$ cat src/hw/dsw_pkg.sv
// constants and types shared by the default start watchdog
package dsw_pkg;
  // register bus
  localparam int ADDR_W = 8;
  localparam int DATA_W = 32;
  localparam logic [7:0] MODE_ADDR = 8'h00;
  localparam logic [7:0] KEY_ADDR = 8'h04;
  localparam logic [3:0] STRB_BYTE0 = 4'h1;
  localparam logic [1:0] RESP_OKAY = 2'h0;
  localparam logic [1:0] RESP_SLVERR = 2'h2;
  // mode register
  localparam logic [7:0] MODE_RESET = 8'h67;
  localparam logic [7:0] MODE_STOP_ALL = 8'h1F;
  localparam logic [7:0] MODE_MASK = 8'h7F;
  localparam int ACT_HI = 6;
  localparam int ACT_LO = 5;
  localparam int SEL_STOP = 4;
  localparam int SEL_SUB = 3;
  localparam int SEL_N_HI = 2;
  localparam int SEL_N_LO = 0;
  // restart key register
  localparam logic [7:0] KEY_MAGIC = 8'hAC;
  localparam logic [7:0] KEY_READ = 8'h9A;
  // interval exponents
  localparam int MAIN_EXP_BASE = 18;
  localparam int SUB_EXP_BASE = 9;
  localparam int CNT_W = 26;
  localparam logic [CNT_W-1:0] CNT_ZERO = 26'h0000000;
  localparam logic [CNT_W-1:0] CNT_ONE = 26'h0000001;
  typedef enum logic [1:0] {
    ACT_NONE,
    ACT_NMI,
    ACT_RESET
  } dsw_action_t;
endpackage

$ cat src/hw/dsw_counter.sv
// interval counter of the watchdog
`timescale 1ns/100ps
module dsw_counter (
  // clock and reset
  input wire logic aclk,
  input wire logic aresetn,
  // control
  input wire logic run,
  input wire logic tick,
  input wire logic clear,
  input wire logic force_ovf,
  input wire logic [dsw_pkg::CNT_W-1:0] last,
  // state
  output logic [dsw_pkg::CNT_W-1:0] count,
  output logic overflow
);
  logic [dsw_pkg::CNT_W-1:0] cnt_q;
  logic hit;

  assign hit = run && tick && (cnt_q == last);
  assign overflow = hit || force_ovf;
  assign count = cnt_q;

  // counter restarts from zero on key, mode write or overflow
  always_ff @(posedge aclk) begin
    if (!aresetn) begin
      cnt_q <= dsw_pkg::CNT_ZERO;
    end else if (clear || overflow) begin
      cnt_q <= dsw_pkg::CNT_ZERO;
    end else if (run && tick) begin
      cnt_q <= cnt_q + dsw_pkg::CNT_ONE;
    end
  end
endmodule

$ cat src/hw/dsw_top.sv
// default start watchdog with an axi4-lite register slave
//
// Notes on behaviour
// - counts in reset mode right after reset
// - mode register resets to 67h
// - mode register: byte writes, one only
// - second mode write forces an overflow
// - mode field picks stop, nmi or reset
// - writing 1fh stops the watchdog for good
// - main clock interval is 2^(18+n)
// - subclock interval is 2^(9+n)
// - key acH clears and restarts the counter
// - any other key value forces overflow
// - bit access to key forces overflow
// - key register always reads 9ah
// - elapsed interval raises reset or nmi
// - no way to stop after mode write
// - main clock count halts in idle, stop
// - halt and subclock counting keep running
`timescale 1ns/100ps
module dsw_top #(
  parameter int MAIN_EXP = dsw_pkg::MAIN_EXP_BASE,
  parameter int SUB_EXP = dsw_pkg::SUB_EXP_BASE
) (
  // clock and reset
  input wire logic aclk,
  input wire logic aresetn,
  // write address
  input wire logic [dsw_pkg::ADDR_W-1:0] awaddr,
  input wire logic awvalid,
  output logic awready,
  // write data
  input wire logic [dsw_pkg::DATA_W-1:0] wdata,
  input wire logic [3:0] wstrb,
  input wire logic wvalid,
  output logic wready,
  // write response
  output logic [1:0] bresp,
  output logic bvalid,
  input wire logic bready,
  // read address
  input wire logic [dsw_pkg::ADDR_W-1:0] araddr,
  input wire logic arvalid,
  output logic arready,
  // read data
  output logic [dsw_pkg::DATA_W-1:0] rdata,
  output logic [1:0] rresp,
  output logic rvalid,
  input wire logic rready,
  // power state and subclock
  input wire logic idle_mode,
  input wire logic stop_mode,
  input wire logic sub_tick,
  // overflow requests
  output logic watchdog_reset_request,
  output logic watchdog_nmi_request
);
  // bus state
  logic aw_full_q;
  logic w_full_q;
  logic [dsw_pkg::ADDR_W-1:0] awaddr_q;
  logic [dsw_pkg::DATA_W-1:0] wdata_q;
  logic [3:0] wstrb_q;
  logic bvalid_q;
  logic [1:0] bresp_q;
  logic rvalid_q;
  logic [1:0] rresp_q;
  logic [dsw_pkg::DATA_W-1:0] rdata_q;
  logic rd_key_q;
  // watchdog state
  logic [7:0] mode_q;
  logic written_q;
  logic reset_req_q;
  logic nmi_req_q;
  // decode
  logic wr_go;
  logic byte_wr;
  logic mode_wr;
  logic mode_first;
  logic mode_again;
  logic key_wr;
  logic key_ok;
  logic key_bad;
  logic force_ovf;
  logic run;
  logic tick;
  logic ovf;
  logic [dsw_pkg::CNT_W-1:0] last;
  logic [dsw_pkg::CNT_W-1:0] count;
  dsw_pkg::dsw_action_t act;

  // action selected by the two-bit mode field
  function automatic dsw_pkg::dsw_action_t action_of(input logic [7:0] m);
    if (m[dsw_pkg::ACT_HI]) begin
      return dsw_pkg::ACT_RESET;
    end else if (m[dsw_pkg::ACT_LO]) begin
      return dsw_pkg::ACT_NMI;
    end else begin
      return dsw_pkg::ACT_NONE;
    end
  endfunction

  // last count value of the selected interval
  function automatic logic [dsw_pkg::CNT_W-1:0] last_of(input logic [7:0] m);
    int shift;
    shift = int'(m[dsw_pkg::SEL_N_HI:dsw_pkg::SEL_N_LO]);
    if (m[dsw_pkg::SEL_SUB]) begin
      shift = shift + SUB_EXP;
    end else begin
      shift = shift + MAIN_EXP;
    end
    return (dsw_pkg::CNT_ONE << shift) - dsw_pkg::CNT_ONE;
  endfunction

  // read data for one address
  function automatic logic [dsw_pkg::DATA_W-1:0] read_word(
    input logic [dsw_pkg::ADDR_W-1:0] a,
    input logic [7:0] m
  );
    if (a == dsw_pkg::MODE_ADDR) begin
      return {24'h000000, m};
    end else if (a == dsw_pkg::KEY_ADDR) begin
      return {24'h000000, dsw_pkg::KEY_READ};
    end else begin
      return 32'h00000000;
    end
  endfunction

  // address and data are taken in either order
  assign awready = !aw_full_q && !bvalid_q;
  assign wready = !w_full_q && !bvalid_q;
  assign wr_go = aw_full_q && w_full_q;
  assign bvalid = bvalid_q;
  assign bresp = bresp_q;
  assign arready = !rvalid_q;
  assign rvalid = rvalid_q;
  assign rresp = rresp_q;
  assign rdata = rdata_q;

  always_ff @(posedge aclk) begin
    if (!aresetn) begin
      aw_full_q <= 1'b0;
      awaddr_q <= '0;
    end else if (awvalid && awready) begin
      aw_full_q <= 1'b1;
      awaddr_q <= awaddr;
    end else if (wr_go) begin
      aw_full_q <= 1'b0;
    end
  end

  always_ff @(posedge aclk) begin
    if (!aresetn) begin
      w_full_q <= 1'b0;
      wdata_q <= '0;
      wstrb_q <= 4'h0;
    end else if (wvalid && wready) begin
      w_full_q <= 1'b1;
      wdata_q <= wdata;
      wstrb_q <= wstrb;
    end else if (wr_go) begin
      w_full_q <= 1'b0;
    end
  end

  // write response one cycle after both halves are held
  always_ff @(posedge aclk) begin
    if (!aresetn) begin
      bvalid_q <= 1'b0;
      bresp_q <= dsw_pkg::RESP_OKAY;
    end else if (wr_go) begin
      bvalid_q <= 1'b1;
      if (mode_wr || key_wr) begin
        bresp_q <= dsw_pkg::RESP_OKAY;
      end else if (awaddr_q == dsw_pkg::MODE_ADDR) begin
        bresp_q <= dsw_pkg::RESP_OKAY;
      end else begin
        bresp_q <= dsw_pkg::RESP_SLVERR;
      end
    end else if (bready) begin
      bvalid_q <= 1'b0;
    end
  end

  // read answer registered, key always reads its fixed value
  always_ff @(posedge aclk) begin
    if (!aresetn) begin
      rvalid_q <= 1'b0;
      rresp_q <= dsw_pkg::RESP_OKAY;
      rdata_q <= '0;
      rd_key_q <= 1'b0;
    end else if (arvalid && arready) begin
      rvalid_q <= 1'b1;
      rdata_q <= read_word(araddr, mode_q);
      rd_key_q <= (araddr == dsw_pkg::KEY_ADDR);
      if (araddr == dsw_pkg::MODE_ADDR || araddr == dsw_pkg::KEY_ADDR) begin
        rresp_q <= dsw_pkg::RESP_OKAY;
      end else begin
        rresp_q <= dsw_pkg::RESP_SLVERR;
      end
    end else if (rready) begin
      rvalid_q <= 1'b0;
    end
  end

  // write decode
  assign byte_wr = (wstrb_q == dsw_pkg::STRB_BYTE0);
  assign mode_wr = wr_go && (awaddr_q == dsw_pkg::MODE_ADDR) && byte_wr;
  assign mode_first = mode_wr && !written_q;
  assign mode_again = mode_wr && written_q;
  assign key_wr = wr_go && (awaddr_q == dsw_pkg::KEY_ADDR);
  assign key_ok = key_wr && byte_wr && (wdata_q[7:0] == dsw_pkg::KEY_MAGIC);
  assign key_bad = key_wr && !key_ok;
  assign force_ovf = mode_again || key_bad;

  // mode register: reset value runs reset mode, one write allowed
  always_ff @(posedge aclk) begin
    if (!aresetn) begin
      mode_q <= dsw_pkg::MODE_RESET;
      written_q <= 1'b0;
    end else if (mode_first) begin
      mode_q <= wdata_q[7:0] & dsw_pkg::MODE_MASK;
      written_q <= 1'b1;
    end
  end

  // count source and run control
  assign act = action_of(mode_q);
  assign run = (act != dsw_pkg::ACT_NONE) && !mode_q[dsw_pkg::SEL_STOP];
  assign last = last_of(mode_q);
  always_comb begin
    if (mode_q[dsw_pkg::SEL_SUB]) begin
      tick = sub_tick;
    end else begin
      tick = !(idle_mode || stop_mode);
    end
  end

  dsw_counter u_counter (
    .aclk(aclk),
    .aresetn(aresetn),
    .run(run),
    .tick(tick),
    .clear(key_ok || mode_first),
    .force_ovf(force_ovf),
    .last(last),
    .count(count),
    .overflow(ovf)
  );

  // overflow requests, one cycle pulses
  always_ff @(posedge aclk) begin
    if (!aresetn) begin
      reset_req_q <= 1'b0;
      nmi_req_q <= 1'b0;
    end else begin
      reset_req_q <= ovf && (act == dsw_pkg::ACT_RESET);
      nmi_req_q <= ovf && (act == dsw_pkg::ACT_NMI);
    end
  end
  assign watchdog_reset_request = reset_req_q;
  assign watchdog_nmi_request = nmi_req_q;
endmodule

$ cat config.mk
export PLATFORM = sky130hd
export DESIGN_NAME = dsw_top
export DESIGN_NICKNAME = d
export VERILOG_FILES = /design/src/hw/dsw_pkg.sv /design/src/hw/dsw_counter.sv /design/src/hw/dsw_top.sv
export SDC_FILE = /design/constraint.sdc
export NUM_CORES = 1
export LEC_CHECK = 0
export CORE_MARGIN = 5
export CORE_UTILIZATION = 58
export CTS_CLUSTER_DIAMETER = 80
export DETAILED_ROUTE_END_ITERATION = 12
export DONT_BUFFER_PORTS = 1
export MAX_ROUTING_LAYER = met4
export PLACE_DENSITY = 0.76
export SYNTH_ARGS = -nofsm -noshare
export SYNTH_HDL_FRONTEND = slang
export SYNTH_HIERARCHICAL = 1
export SYNTH_SLANG_ARGS = --single-unit
$ cat constraint.sdc
create_clock -name aclk -period 3.7 [get_ports aclk]
set_input_delay 0.74 -clock aclk [delete_from_list [all_inputs] [get_ports aclk]]
set_output_delay 0.74 -clock aclk [all_outputs]
set_load 0.02 [all_outputs]
Word level (Yosys, flattened, before mapping). Index checks and enable logic that the tools add are counted.

Bitwise logic cells: 1. Reductions and logical operators: 42. Add/sub/neg operators: 4. Shift-type cells: 1. Mux-type cells: 16. Equal/unequal tests: 7.

Operator list (number): $shl A1 B32 Y26 const A (1); $add A26 B1 Y26 const B (1); $eq A26 B26 Y1 (1); $sub A26 B1 Y26 const B (1); $logic_and A1 B1 Y1 (19); $eq A8 B3 Y1 const B (2); $logic_not A8 Y1 (2); $mux W8 (2); $reduce_bool A2 Y1 (5); $mux W1 (9); $eq A8 B8 Y1 const B (1); $logic_not A1 Y1 (8); $mux W2 (4); $logic_or A1 B1 Y1 (7); $add A3 B5 Y6 const B (1); $mux W6 (1); $add A3 B4 Y5 const B (1); $eq A4 B1 Y1 const B (1); $eq A2 B1 Y1 const B (1); $eq A2 B2 Y1 const B (1); $reduce_or A2 Y1 (1); $not A1 Y1 (1).

Input bits: 62. Register bits after elaboration: 96. Output and inout bits: 43.

Depth between registers and ports, before layout.
Depth after elaboration: 10. Gate-level depth with buffers: 19. Mapped depth without buffers: 16.

Hierarchy. The synthesis kept the hierarchy.

By module, submodules not included: dsw_top (times used 1, cells an instance 369, seq. area each 880.8 um^2, area each 2951.6 um^2); dsw_counter (times used 1, cells an instance 178, seq. area each 520.5 um^2, area each 1491.4 um^2).

Worst setup path before layout. No wires, ideal clock.

Kind: register -> register. Start: register mode_q[1]. End: register u_counter.cnt_q, in the netlist u_counter/count[15]. Path buffers: 3. Arrival time: 3686 ps. Stages on the path, launching flop included: 19. Path slack: -104 ps. Setup time: 118 ps. Cells stage by stage: dfxtp_1 > ha_1 > ha_1 > buf_2 > nor4bb_1 > o22ai_1 > or2_2 > ha_1 > inv_1 > a31o_2 > buf_6 > a211oi_1 > xnor2_1 > xor2_1 > nor4_1 > nand4_1 > o211ai_2 > buf_2 > nor2_1.

Cells in the longest elaborated chain, start to end: 9. Elaborated cells on any way between the ends: 10. Those cells by class: add/sub: 3; eq/ne: 1; shift: 1; mux: 1; reduce/logical: 4.

Ends and longest elaborated chain: from (decl) (line dsw_top.sv:71) `logic [7:0] mode_q;`; from (signal assigned) (line dsw_top.sv:219) `mode_q <= dsw_pkg::MODE_RESET;`; from (signal assigned) (line dsw_top.sv:222) `mode_q <= wdata_q[7:0] & dsw_pkg::MODE_MASK;`; $add A3 B5 Y6 or $add A3 B4 Y5 (tied branches) (line dsw_top.sv:110, dsw_top.sv:108); $mux W6 (*) (line dsw_top.sv:107) `if (m[dsw_pkg::SEL_SUB]) begin`; $shl A1 B32 Y26 (*) (line dsw_top.sv:112) `return (dsw_pkg::CNT_ONE << shift) - dsw_pkg::CNT_ONE;`; $sub A26 B1 Y26 (*) (line dsw_top.sv:112); net last, one bit (line dsw_top.sv:88) `logic [dsw_pkg::CNT_W-1:0] last;`; $eq A26 B26 Y1 (*) (line dsw_counter.sv:20) `assign hit = run && tick && (cnt_q == last);`; $logic_and A1 B1 Y1 (*) (line dsw_counter.sv:20); $logic_or A1 B1 Y1 (*) (line dsw_counter.sv:21) `assign overflow = hit || force_ovf;`; $logic_or A1 B1 Y1 (*) (line dsw_counter.sv:28) `end else if (clear || overflow) begin`; $reduce_or A2 Y1 (no source line) (*); to (signal assigned) (line dsw_counter.sv:27) `cnt_q <= dsw_pkg::CNT_ZERO;`; to (signal assigned) (line dsw_counter.sv:29) `cnt_q <= dsw_pkg::CNT_ZERO;`; to (signal assigned) (line dsw_counter.sv:31) `cnt_q <= cnt_q + dsw_pkg::CNT_ONE;`; to (decl) (line dsw_counter.sv:17) `logic [dsw_pkg::CNT_W-1:0] cnt_q;`.

The timed path passes the listed nets; every way through them passes the cells marked *. A chain may end at the register's enable or synchronous reset.

Final worst setup path.
Start: register mode_q[1]. End: register u_counter.cnt_q, in the netlist u_counter/count[0].

Same word-level chain as after synthesis.

==> results.yml <==
routing:
  drc: 0
  drt-vias-per-instance: 5.67
  dr.pass1.iters: 5
  first_iter_violations: 212
  top_layer_used: "met4"
  route.met3.wl_um: 701
  vias: 3793
  ant_nets: 0
  wl_met2_um: 5130
  avgRoutedWirePerCell_um: 15.6
  routed_wl_um: 10400
  wl_met1_um: 4390
timing:
  tightest_slew_ns: 0.638
  maxSlewViolCount: 0
  setup_viol: 0
  fmax_ghz: 0.281
  hold_viol: 0
  clock_skew_ns: 0.0170
  maxSlewHeadroom_pct: 57.2
  period_needed_ns: 3.56
  fin_crit_sh_pct: 96.3
synthesis:
  synth_compound_area_share_pct: 15.0
  netlist_instances: 547
  synth.distinct_cells: 73
  synth_xor_xnor_area_share_pct: 11.8
  synth.yosys.seq_area_share_pct: 31.5
  async_flop_share_pct: 0
  synth_ff_type: "dfxtp_1"
  ys_ff_latch: 70
  ys_warn_count: 6
  synth_area_sq_mm: 0.00444
  synth_edf_count: 0
  synth_top_family_by_area: "simple AND/OR/NAND/NOR gates"
  synth-simple-area-share_pct: 28.8
  synthMuxAreaShare_pct: 2.48
  synthAdderAreaFrac_pct: 1.69
  synth.avg_cell_area_sq_um: 8.12
clocking:
  tritoncts: "done"
  cts_num_sinks: 70
  htreeDepth: 3
  cts.path.max_buffers: 2
  root_buffer: "clkbuf_8"
  numCtsBuffers: 9
  clkTransAtPathRegs_ns: 0.10
  clk_latency_ns: 0.36
floorplan:
  core_region_area_sq_mm: 0.00761
  io_pins: 105
  die_h_um: 97.5
  die_area_sq_mm: 0.00951
  rows: 32
  start_util_pct: 58.4
  die-width_um: 97.5
hold_path:
  hold_class: "input pin to flip-flop"
run:
  max_cap_viol_count: 0
setup_path:
  cp_num_buf_inv: 3
  path_delay_family: "simple AND/OR/NAND/NOR gates"
  crit_fanout: 7
  path_cells: "buf_6 -> ha_4 -> buf_6 -> or4_4 -> mux2_4 -> a21oi_4 -> a2111o_1 -> nor3_2 -> xor2_1 -> nor4_2 -> nand4_1 -> o211ai_4 -> clkbuf_16 -> nor2_1"
  required_ns: 3.95
  worst_path_most_repeated_cell: "buf_6"
  end_kind: "flip-flop"
  crit_path_top_delay_cell: "or4_4"
  critical-path-max-stage-delay_ns: 0.41
  critPathLaunchType: "flip-flop"
  crit_arrival_ns: 3.81
  crit_type: "flip-flop to flip-flop"
power:
  peakVddDrop_uv: 251
  total_power_w: 0.00154
  p_leak_nw: 1.93
  p_per_area_mw_per_mm2: 309
global_route:
  grt_pass1_vias: 3535
  antenna_found_initial: 0
  grt_overflow: 0
  grt_first_pass_wirelength_um: 16500
  grt_usage_pct: 21.5
  grt_start_max_net_pins: 46
final_layout:
  final_util_pct: 65.7
  final_nets: 630
  area_growth_pct: 12.5
  fillers: 648
  antennaDiodeCount: 0
  layout-drive-gt1-share_pct: 16.2
placement:
  gp_congestion: 0.962
  port_buffers: 0
  dp_hpwl_um: 7440
outcome:
  status: "complete, no violations"
[stage by stage]
step / TNS (ns) / hold WS, ns / std cells / cell area, sq um / worst slack (ns)
floorplan: 0 / 0.440 / 572 / 4560 / 0.0127
global placement: -0.616 / 0.453 / 647 / 4560 / -0.0629
detailed placement: -1.89 / 0.472 / 647 / 4560 / -0.0901
CTS: 0 / 0.414 / 664 / 4790 / 0.0511
global route: -0.102 / 0.416 / 669 / 5000 / -0.0159
finish: 0 / 0.437 / 669 / 5000 / 0.138
[registers in the layout, summed over array words and instances, names as in the netlist]
signal	cells
wstrb_q	4
watchdog_reset_request	1
rvalid	1
aw_full_q	1
written_q	1
w_full_q	1
u_counter/count	26
wdata_q	8
watchdog_nmi_request	1
awaddr_q	8
rresp	1
bvalid	1
mode_q	7
bresp	1
rdata	8
[routing by layer]
metal	vias to the layer above	global-route usage, %
met1	1787	26.3
met4	0	8.52
li1	1868	-
met5	-	-
met3	17	5.46
met2	121	34.1
[power by group]
part / switching (W) / total (W) / leakage, nW / internal, W
Clock: 0.000338 / 0.000604 / 0.101 / 0.000266
Combinational: 0.0000925 / 0.000146 / 1.26 / 0.0000530
Sequential: 0.0000219 / 0.000795 / 0.568 / 0.000773
Total: 0.000452 / 0.00154 / 1.93 / 0.00109
[synth_stat cells (all sizes together), types with 4 or more instances]
cell type	count	area share [%]
a211oi	4	0.68
a21boi	30	5.1
a21oi	10	1.2
and2	5	0.70
and3	4	0.56
buf	41	6.3
clkbuf	13	1.1
dfxtp	70	32
ha	6	1.7
inv	13	1.1
mux2i	8	1.8
nand2	82	6.9
nand3	18	2.1
nand4	8	1.3
nor2	65	5.6
nor2b	7	0.99
nor3	15	1.8
nor4	15	3.5
o211ai	6	1.1
o21ai	5	0.56
or2	4	0.56
xnor2	26	5.1
xor2	34	6.7
[cells by family after synthesis]
| kind of cell | count (synthesis) |
|---|---|
| buffers and inverters | 67 |
| muxes | 10 |
| AOI/OAI and AO/OA | 85 |
| adders and majority gates | 6 |
| other | 2 |
| xor gates and xnor gates | 60 |
| DFF | 70 |
| and+or+nand+nor | 247 |
[cells in the final DEF, fill, tap and decap left out, types with 5 or more instances in the layout]
| cell type | n |
|---|---|
| a21boi_0 | 28 |
| buf_4 | 26 |
| conb_1 | 27 |
| mux2i_1 | 8 |
| xnor2_1 | 26 |
| clkbuf_8 | 9 |
| inv_1 | 12 |
| o211ai_1 | 5 |
| nand4_1 | 7 |
| and2_1 | 5 |
| nand3_1 | 16 |
| nor2_1 | 62 |
| xor2_1 | 34 |
| nor2b_1 | 7 |
| nor4_1 | 7 |
| nand2_1 | 82 |
| nor3_1 | 13 |
| dfxtp_1 | 69 |
| a21oi_1 | 8 |
[final cells by class]
type                       instances  area, sq um  share of cell area, %
clock buffer                       9          124                   2.48
clock inverter                     7         73.8                   1.48
inverter                          13         48.8                  0.976
sequential                        70         1410                   28.1
timing repair buffer              32          294                   5.88
tap                              102          128                   2.55
multi-input combinational        436         2930                   58.5
[worst paths after layout]
check                            from                               to  slack, ns  depth (start not counted)
max            mode_q[1]$_SDFFE_PN1P_  u_counter/count[0]$_SDFFE_PP0P_       0.14                         14
min reg2reg  awaddr_q[1]$_SDFFE_PN0P_         awaddr_q[1]$_SDFFE_PN0P_       0.48                          2
max reg2reg    mode_q[1]$_SDFFE_PN1P_  u_counter/count[0]$_SDFFE_PP0P_       0.14                         14
min                           aresetn           mode_q[6]$_SDFFE_PN1P_       0.44                          1
[what timing repair did]
| action | in CTS | in global routing |
|---|---|---|
| endpoints found under the hold margin | 0 | 0 |
| resized for setup | 4 | 24 |
| setup buffers | 0 | 3 |
| cloned | 1 | 2 |
| endpoints found under the setup margin | 28 | 28 |
| pin swaps | 2 | 18 |
| hold buffers | 0 | 0 |
(Power assumes the default switching activity.)
